## src/sacc_params.svh

```systemverilog
`ifndef SACC_PARAMS_SVH
`define SACC_PARAMS_SVH

// =====================================================================
// Timing
// =====================================================================
`define SACC_CLK_PERIOD_NS 40
`define SACC_CONV_TIME_NS 1130
`define SACC_CONV_CYCLES (`SACC_CONV_TIME_NS / `SACC_CLK_PERIOD_NS)

// =====================================================================
// Result layout
// =====================================================================
`define SACC_RESULT_W 16
`define SACC_BYTE_W 8
`define SACC_RESULT_RST 16'h0000
`define SACC_LOW_FILL 8'hff
`define SACC_FIFO_DEPTH 4

`endif

```

## src/sacc_pkg.sv

```systemverilog
package sacc_pkg;
  typedef enum logic [1:0] {
    SACC_ACQUIRE = 2'b00,
    SACC_CONVERT = 2'b01,
    SACC_IDLE = 2'b10
  } sacc_state_t;
endpackage

```

## src/sacc_fifo.sv

```systemverilog
`timescale 1ns/1ps
module sacc_fifo #(
  parameter int WIDTH = 16,
  parameter int DEPTH = 4
) (
  input wire logic clk_i,
  input wire logic srst_i,
  input wire logic in_valid_i,
  output logic in_ready_o,
  input wire logic [WIDTH-1:0] in_data_i,
  output logic out_valid_o,
  input wire logic out_ready_i,
  output logic [WIDTH-1:0] out_data_o
);
  localparam int AW = (DEPTH > 1) ? $clog2(DEPTH) : 1;
  logic [WIDTH-1:0] mem_ff [DEPTH];
  logic [AW-1:0] wr_ptr_ff;
  logic [AW-1:0] rd_ptr_ff;
  logic [AW:0] count_ff;
  wire push = in_valid_i && in_ready_o;
  wire pop = out_valid_o && out_ready_i;
  wire [AW-1:0] wr_nxt = (wr_ptr_ff == AW'(DEPTH - 1)) ? '0 : wr_ptr_ff + 1'b1;
  wire [AW-1:0] rd_nxt = (rd_ptr_ff == AW'(DEPTH - 1)) ? '0 : rd_ptr_ff + 1'b1;

  assign in_ready_o = (count_ff != (AW+1)'(DEPTH));
  assign out_valid_o = (count_ff != '0);
  assign out_data_o = mem_ff[rd_ptr_ff];

  always_ff @(posedge clk_i) begin
    if (srst_i) begin
      wr_ptr_ff <= '0;
      rd_ptr_ff <= '0;
      count_ff <= '0;
    end else begin
      if (push) wr_ptr_ff <= wr_nxt;
      if (pop) rd_ptr_ff <= rd_nxt;
      count_ff <= count_ff + (AW+1)'(push) - (AW+1)'(pop);
    end
  end

  always_ff @(posedge clk_i) begin
    if (push) mem_ff[wr_ptr_ff] <= in_data_i;
  end
endmodule

```

## src/sacc_ctrl.sv

```systemverilog
`timescale 1ns/1ps
`include "sacc_params.svh"
module sacc_ctrl #(
  parameter int CONV_CYCLES = `SACC_CONV_CYCLES,
  parameter int RESULT_W = `SACC_RESULT_W,
  parameter int FIFO_DEPTH = `SACC_FIFO_DEPTH
) (
  input wire logic clk_i,
  input wire logic srst_i,
  input wire logic conv_start_n_i,
  input wire logic cs_n_i,
  input wire logic rd_n_i,
  input wire logic byte_sel_i,
  input wire logic sample_valid_i,
  output logic sample_ready_o,
  input wire logic [RESULT_W-1:0] sample_data_i,
  output logic busy_o,
  output logic acquire_o,
  output logic hold_o,
  output logic [RESULT_W-1:0] result_bus_o,
  output logic result_bus_oe_o
);
  // ===================================================================
  // Pin synchronisers
  // ===================================================================
  // Three stages; a level is accepted once stages two and three agree.
  logic [2:0] cvs_sync_ff;
  logic [2:0] cs_sync_ff;
  logic [2:0] rd_sync_ff;
  logic [2:0] byte_sync_ff;
  logic cvs_ff;
  logic cs_ff;
  logic rd_ff;
  logic byte_ff;

  always_ff @(posedge clk_i) begin
    if (srst_i) begin
      cvs_sync_ff <= 3'h7;
      cs_sync_ff <= 3'h7;
      rd_sync_ff <= 3'h7;
      byte_sync_ff <= 3'h0;
    end else begin
      cvs_sync_ff <= {cvs_sync_ff[1:0], conv_start_n_i};
      cs_sync_ff <= {cs_sync_ff[1:0], cs_n_i};
      rd_sync_ff <= {rd_sync_ff[1:0], rd_n_i};
      byte_sync_ff <= {byte_sync_ff[1:0], byte_sel_i};
    end
  end

  always_ff @(posedge clk_i) begin
    if (srst_i) begin
      cvs_ff <= 1'b1;
    end else if (cvs_sync_ff[2] == cvs_sync_ff[1]) begin
      cvs_ff <= cvs_sync_ff[2];
    end
  end

  always_ff @(posedge clk_i) begin
    if (srst_i) begin
      cs_ff <= 1'b1;
    end else if (cs_sync_ff[2] == cs_sync_ff[1]) begin
      cs_ff <= cs_sync_ff[2];
    end
  end

  always_ff @(posedge clk_i) begin
    if (srst_i) begin
      rd_ff <= 1'b1;
    end else if (rd_sync_ff[2] == rd_sync_ff[1]) begin
      rd_ff <= rd_sync_ff[2];
    end
  end

  always_ff @(posedge clk_i) begin
    if (srst_i) begin
      byte_ff <= 1'b0;
    end else if (byte_sync_ff[2] == byte_sync_ff[1]) begin
      byte_ff <= byte_sync_ff[2];
    end
  end

  wire nxt_cvs = (cvs_sync_ff[2] == cvs_sync_ff[1]) ? cvs_sync_ff[2] : cvs_ff;
  wire nxt_cs = (cs_sync_ff[2] == cs_sync_ff[1]) ? cs_sync_ff[2] : cs_ff;
  wire start_fall = cvs_ff && !nxt_cvs && !nxt_cs;
  wire cs_fall = cs_ff && !nxt_cs;

  // ===================================================================
  // Conversion sequencer
  // ===================================================================
  localparam int CW = $clog2(CONV_CYCLES + 1);
  sacc_pkg::sacc_state_t state_ff;
  sacc_pkg::sacc_state_t nxt_state;
  logic [CW-1:0] cnt_ff;
  logic [RESULT_W-1:0] latch_ff;
  logic [RESULT_W-1:0] sample_ff;

  wire converting = (state_ff == sacc_pkg::SACC_CONVERT);
  wire abort = converting && (start_fall || cs_fall);
  wire conv_done = converting && (cnt_ff == CW'(1)) && !abort;
  wire conv_go = !converting && start_fall;

  // ===================================================================
  // Sample buffer
  // ===================================================================
  // Words queue here; one is taken only at the hold instant, so a burst
  // from the sampler is not lost while a conversion runs.
  wire smp_valid;
  wire [RESULT_W-1:0] smp_data;

  sacc_fifo #(
    .WIDTH(RESULT_W),
    .DEPTH(FIFO_DEPTH)
  ) sacc_fifo_inst (
    .clk_i(clk_i),
    .srst_i(srst_i),
    .in_valid_i(sample_valid_i),
    .in_ready_o(sample_ready_o),
    .in_data_i(sample_data_i),
    .out_valid_o(smp_valid),
    .out_ready_i(conv_go),
    .out_data_o(smp_data)
  );

  always_comb begin
    nxt_state = state_ff;
    case (state_ff)
      sacc_pkg::SACC_ACQUIRE: if (start_fall) nxt_state = sacc_pkg::SACC_CONVERT;
      sacc_pkg::SACC_IDLE: begin
        if (start_fall) nxt_state = sacc_pkg::SACC_CONVERT;
        else if (cs_fall) nxt_state = sacc_pkg::SACC_ACQUIRE;
      end
      sacc_pkg::SACC_CONVERT: begin
        if (abort) nxt_state = sacc_pkg::SACC_ACQUIRE;
        else if (conv_done && !nxt_cs) nxt_state = sacc_pkg::SACC_ACQUIRE;
        else if (conv_done) nxt_state = sacc_pkg::SACC_IDLE;
      end
      default: nxt_state = sacc_pkg::SACC_IDLE;
    endcase
  end

  always_ff @(posedge clk_i) begin
    if (srst_i) begin
      state_ff <= sacc_pkg::SACC_IDLE;
      cnt_ff <= '0;
    end else begin
      state_ff <= nxt_state;
      if (conv_go) cnt_ff <= CW'(CONV_CYCLES);
      else if (converting && cnt_ff != '0) cnt_ff <= cnt_ff - 1'b1;
    end
  end

  always_ff @(posedge clk_i) begin
    if (srst_i) begin
      sample_ff <= `SACC_RESULT_RST;
    end else if (conv_go) begin
      sample_ff <= smp_valid ? smp_data : '0;
    end
  end

  always_ff @(posedge clk_i) begin
    if (srst_i) begin
      latch_ff <= `SACC_RESULT_RST;
    end else begin
      if (abort) latch_ff <= `SACC_RESULT_RST;
      else if (conv_done) latch_ff <= sample_ff;
    end
  end

  // ===================================================================
  // Outputs
  // ===================================================================
  wire [RESULT_W-1:0] folded = {latch_ff[7:0], `SACC_LOW_FILL};
  wire [RESULT_W-1:0] nxt_bus = byte_ff ? folded : latch_ff;
  wire nxt_busy = (nxt_state == sacc_pkg::SACC_CONVERT);

  always_ff @(posedge clk_i) begin
    if (srst_i) begin
      busy_o <= 1'b0;
    end else begin
      busy_o <= nxt_busy;
    end
  end

  always_ff @(posedge clk_i) begin
    if (srst_i) begin
      acquire_o <= 1'b0;
    end else begin
      acquire_o <= (nxt_state == sacc_pkg::SACC_ACQUIRE);
    end
  end

  always_ff @(posedge clk_i) begin
    if (srst_i) begin
      hold_o <= 1'b0;
    end else begin
      hold_o <= nxt_busy;
    end
  end

  always_ff @(posedge clk_i) begin
    if (srst_i) begin
      result_bus_o <= '0;
    end else begin
      result_bus_o <= nxt_bus;
    end
  end

  always_ff @(posedge clk_i) begin
    if (srst_i) begin
      result_bus_oe_o <= 1'b0;
    end else begin
      result_bus_oe_o <= !cs_ff && !rd_ff;
    end
  end
endmodule

```

## config.mk

```make
export PLATFORM = sky130hd
export DESIGN_NAME = sacc_ctrl
export DESIGN_NICKNAME = d
export VERILOG_FILES = /design/src/sacc_pkg.sv /design/src/sacc_fifo.sv /design/src/sacc_ctrl.sv
export VERILOG_INCLUDE_DIRS = /design/src /design/src/src
export SDC_FILE = /design/constraint.sdc
export NUM_CORES = 1
export LEC_CHECK = 0
export ABC_CLOCK_PERIOD_IN_PS = 2600
export BUFFER_PORTS_ARGS = -buffer_cell sky130_fd_sc_hd__buf_4
export CAP_MARGIN = 20
export CORE_MARGIN = 1.5
export CORE_UTILIZATION = 50
export DETAILED_ROUTE_END_ITERATION = 16
export GPL_TIMING_DRIVEN = 0
export PLACE_DENSITY = 0.66
export SLEW_MARGIN = 20
export SYNTH_ARGS = -nofsm -noshare
export SYNTH_HDL_FRONTEND = slang
export SYNTH_SLANG_ARGS = --single-unit
```

## constraint.sdc

```tcl
create_clock -name clk_i -period 2.6 [get_ports clk_i]
set_input_delay 0.26 -clock clk_i [delete_from_list [all_inputs] [get_ports clk_i]]
set_output_delay 0.26 -clock clk_i [all_outputs]
set_load 0.05 [all_outputs]
```

==> run_summary.xml <==
<?xml version="1.0" encoding="UTF-8"?>
<metrics>
  <group name="routing">
    <metric name="vias" unit="">2955</metric>
    <metric name="detailedRoute.firstPassIterationCount" unit="">4</metric>
    <metric name="met2_length" unit="um">4276</metric>
    <metric name="route.final.wire_length" unit="um">8901</metric>
    <metric name="antenna_left" unit="">0</metric>
    <metric name="drt_iter0_markers" unit="">93</metric>
    <metric name="topRoutingLayerUsed" unit="">met4</metric>
    <metric name="drt-met1-wl" unit="um">4055</metric>
    <metric name="drc" unit="">0</metric>
    <metric name="met3WireLength" unit="um">395</metric>
    <metric name="vias_per_cell" unit="">5.051</metric>
    <metric name="wire_per_inst" unit="um">15.22</metric>
  </group>
  <group name="synth">
    <metric name="synth_sequential_area_ratio" unit="">0.6813</metric>
    <metric name="synthesis.area" unit="sq um">5260</metric>
    <metric name="synth_top_area_cell" unit="">sky130_fd_sc_hd__edfxtp_1</metric>
    <metric name="synthMostInstantiatedCell" unit="">sky130_fd_sc_hd__dfxtp_1</metric>
    <metric name="ys.flop_type" unit="">sky130_fd_sc_hd__dfxtp_1</metric>
    <metric name="yosysWarnings" unit="">0</metric>
    <metric name="synth_nets" unit="">390</metric>
    <metric name="synth-seq-cells" unit="">147</metric>
    <metric name="netlist_instances" unit="">356</metric>
    <metric name="top_cells_by_count_synth" unit="">83 x sky130_fd_sc_hd__dfxtp_1, 64 x sky130_fd_sc_hd__edfxtp_1, 34 x sky130_fd_sc_hd__nor2_1, 30 x sky130_fd_sc_hd__a22o_1, 16 x sky130_fd_sc_hd__mux4_2</metric>
    <metric name="postSynth.asyncResetShare" unit="">0</metric>
    <metric name="synth_top_cell_area_share" unit="">0.3654</metric>
    <metric name="synth_area_per_cell" unit="sq um">14.78</metric>
    <metric name="synth_edf_count" unit="">64</metric>
    <metric name="synth_area_leaders" unit="">sky130_fd_sc_hd__edfxtp_1 37%, sky130_fd_sc_hd__dfxtp_1 32%, sky130_fd_sc_hd__mux4_2 6.9%, sky130_fd_sc_hd__a22o_1 5.0%, sky130_fd_sc_hd__nor2_1 2.4%</metric>
    <metric name="post_synth_num_cell_types" unit="">50</metric>
  </group>
  <group name="critical_path">
    <metric name="critical_path.slowest_cell" unit="">sky130_fd_sc_hd__or3b_4</metric>
    <metric name="worstPathRequired" unit="ns">2.99</metric>
    <metric name="timing.reg2reg.setup_slack" unit="ns">0.15</metric>
    <metric name="timing.reg2reg.worst_path_depth" unit="">9</metric>
    <metric name="timing.critical_path.cells" unit="">or3b_4 -&gt; nor4_4 -&gt; ha_1 -&gt; inv_1 -&gt; ha_1 -&gt; fa_1 -&gt; xnor2_1 -&gt; xnor2_1 -&gt; nor2_1</metric>
    <metric name="critical_path.reg2reg.endpoint" unit="">sacc_fifo_inst.count_ff[2]</metric>
    <metric name="launching_point_of_the_worst_reg2reg_path" unit="">cvs_ff</metric>
    <metric name="worstPathArrival" unit="ns">2.84</metric>
    <metric name="crit_start" unit="">cvs_ff</metric>
    <metric name="delay_contributed_by_the_slowest_stage_of_the_critical_path" unit="ns">0.45</metric>
    <metric name="cp-start-kind" unit="">flop</metric>
    <metric name="crit_type" unit="">reg -&gt; reg</metric>
    <metric name="crit_path_end_kind" unit="">flop</metric>
    <metric name="cp-endpoint" unit="">sacc_fifo_inst.count_ff[2]</metric>
    <metric name="critical_path.max_fanout" unit="">6</metric>
  </group>
  <group name="sta">
    <metric name="report.final.hold_viol_count" unit="">0</metric>
    <metric name="fin_crit_sh" unit="">0.9417</metric>
    <metric name="setup_viol_count_final" unit="">0</metric>
    <metric name="max_fclk" unit="GHz">0.4084</metric>
    <metric name="fin_hold_ws" unit="ns">0.1027</metric>
    <metric name="slew_headroom" unit="">0.4149</metric>
    <metric name="worst_pin_slew" unit="ns">0.8777</metric>
    <metric name="rsz_0062_raised_after_global_routing" unit="">no</metric>
    <metric name="clock_skew" unit="ns">0.005489</metric>
    <metric name="time_the_worst_path_needs_with_i_o_delays_and_setup" unit="ns">2.448</metric>
    <metric name="report.final.slew_viol_count" unit="">0</metric>
  </group>
  <group name="die">
    <metric name="core_region_area" unit="sq um">10280</metric>
    <metric name="row_count" unit="">37</metric>
    <metric name="die-height" unit="um">105.6</metric>
    <metric name="design.die.area" unit="sq um">11140</metric>
    <metric name="starting_density" unit="">0.5118</metric>
    <metric name="die-width" unit="um">105.6</metric>
    <metric name="pin_count" unit="">44</metric>
  </group>
  <group name="layout">
    <metric name="design.final.nets" unit="">472</metric>
    <metric name="nFillCells" unit="">799</metric>
    <metric name="antennaDiodeCount" unit="">0</metric>
    <metric name="final-instance-count-excl-fill" unit="">585</metric>
    <metric name="post-route-util" unit="">0.6306</metric>
    <metric name="drive_above_1_share" unit="">0.2539</metric>
    <metric name="area.growth.synth_to_final" unit="%">23.22</metric>
  </group>
  <group name="clocking">
    <metric name="cts_root_buf" unit="">sky130_fd_sc_hd__clkbuf_8</metric>
    <metric name="cts_htree_levels" unit="">4</metric>
    <metric name="clkTransAtPathRegs" unit="ns">0.06</metric>
    <metric name="clock_tree_from_tritoncts" unit="">done</metric>
    <metric name="numClockSinks" unit="">147</metric>
    <metric name="worst_skew_pair.late_latency" unit="ns">0.52</metric>
    <metric name="cts_max_path_buffers" unit="">2</metric>
    <metric name="cts_inserted_buffers" unit="">17</metric>
  </group>
  <group name="grt">
    <metric name="globalRouteOverflowTotal" unit="">0</metric>
    <metric name="vias_in_the_first_global_route" unit="">3024</metric>
    <metric name="grt_max_degree" unit="">17</metric>
    <metric name="gr-usage-all-layers" unit="">0.1803</metric>
    <metric name="antenna_found_initial" unit="">0</metric>
    <metric name="global_route_wire_length_before_repair" unit="um">14840</metric>
  </group>
  <group name="placed_design">
    <metric name="finalWeightedCongestion" unit="">0.7405</metric>
    <metric name="port_buffers" unit="">42</metric>
    <metric name="count_of_placed_standard_cells_including_taps" unit="">534</metric>
    <metric name="dp_hpwl" unit="um">5869</metric>
  </group>
  <group name="power">
    <metric name="vdd_drop_max" unit="V">0.0004206</metric>
    <metric name="power_density" unit="nW/um^2">769.5</metric>
    <metric name="p_leak" unit="uW">0.002363</metric>
  </group>
  <group name="flow_run">
    <metric name="cap_violations" unit="">0</metric>
  </group>
  <group name="worst_hold_path">
    <metric name="worstHoldPathType" unit="">in -&gt; reg</metric>
  </group>
  <group name="run_status">
    <metric name="outcome" unit="">finished clean</metric>
  </group>
</metrics>
[kinds of logic (layout without fill, tap and decap cells)]
logic type                 count (synthesis)  count (layout)  share of synthesized area
DFF                                      147             147                     0.6813
and+or+nand+nor                           82              82                    0.08754
AOI/OAI and AO/OA                         56              56                    0.08278
buffers and inverters                     29             122                    0.02450
muxes                                     26              26                    0.08754
adders and majority gates                 12              12                    0.02973
xor gates and xnor gates                   4               4                   0.006660
[layer usage]
metal  vias to the layer above  global-route usage
li1                       1476                   -
met2                        64              0.2923
met1                      1398              0.2165
met5                         -                   0
met4                         0             0.08687
met3                        17             0.06122
[state kept, by name (all words and copies together), names as in the netlist, named ones only]
signal,cells
acquire_o,1
rd_sync_ff,3
sacc_fifo_inst.count_ff,3
byte_ff,1
cvs_ff,1
hold_o,1
sacc_fifo_inst.mem_ff,64
cs_ff,1
cs_sync_ff,3
state_ff,2
sacc_fifo_inst.wr_ptr_ff,2
cvs_sync_ff,3
byte_sync_ff,3
result_bus_oe_o,1
cnt_ff,5
rd_ff,1
sample_ff,16
sacc_fifo_inst.rd_ptr_ff,2
result_bus_o,16
latch_ff,16
[worst min path at each step]
stage                                start                     endpoint  slack [ns]  cells after the start
after floorplan           sample_data_i[0]  sacc_fifo_inst.mem_ff[0][0]        0.36                      0
after global placement       rd_sync_ff[0]                rd_sync_ff[1]        0.39                      1
after detailed placement     rd_sync_ff[0]                rd_sync_ff[1]        0.40                      1
after CTS                   sample_valid_i  sacc_fifo_inst.wr_ptr_ff[1]        0.07                      4
after global routing        sample_valid_i  sacc_fifo_inst.wr_ptr_ff[1]        0.13                      4
final                       sample_valid_i  sacc_fifo_inst.wr_ptr_ff[1]        0.10                      4
[what timing repair did]
action                                 4_1_cts  5_1_grt
hold buffers                                20        0
pin swaps                                    0        1
resized for setup                            1        2
setup endpoints to repair                    1        1
endpoints found under the hold margin       68        0
buffers inserted                             0        1
[power breakdown]
part           switching (uW)  internal, uW  total [uW]
clock                     857          1240        2100
sequential               36.8          2530        2570
combinational             183           138         321
[critical path: cells and delay by family (launching register included)]
family,cells,cell delay [ns]
simple gates,3,0.87
fa+ha+maj,3,0.75
buf+inv,1,0.04
xor+xnor,2,0.32
flops,1,0.34
[placed cells by master (no fill, tap or decap), types with 11 or more instances in the layout]
master / count
sky130_fd_sc_hd__dlygate4sd3_1: 20
sky130_fd_sc_hd__mux4_2: 16
sky130_fd_sc_hd__edfxtp_1: 64
sky130_fd_sc_hd__clkbuf_16: 16
sky130_fd_sc_hd__buf_4: 45
sky130_fd_sc_hd__inv_1: 11
sky130_fd_sc_hd__dfxtp_1: 83
sky130_fd_sc_hd__a22o_1: 30
sky130_fd_sc_hd__nor2_1: 34
[layout make-up]
| class | count | area (sq um) | area share |
|---|---|---|---|
| plain buffers | 18 | 87.58 | 0.01351 |
| clock buffers | 19 | 421.7 | 0.06506 |
| clock inverters | 11 | 90.09 | 0.01390 |
| inverters | 11 | 41.29 | 0.006371 |
| multi-input cells | 180 | 1564 | 0.2413 |
| flip-flops and latches | 147 | 3583 | 0.5529 |
| well taps | 136 | 170.2 | 0.02625 |
| repair buffers | 63 | 523.0 | 0.08069 |
[stage by stage]
step                      total power [uW]  worst slack (ns)  cell area [sq um]   TNS, ns
after detailed placement              2908          -0.06918               5746  -0.06918
after floorplan                       2794            0.2490               5260         0
after global routing                  5169           0.03494               6481         0
after global placement                2892          0.004463               5746         0
after CTS                             5036           0.08186               6466         0
final                                 4988            0.1517               6481         0
Power figures use the tool's default switching activity.
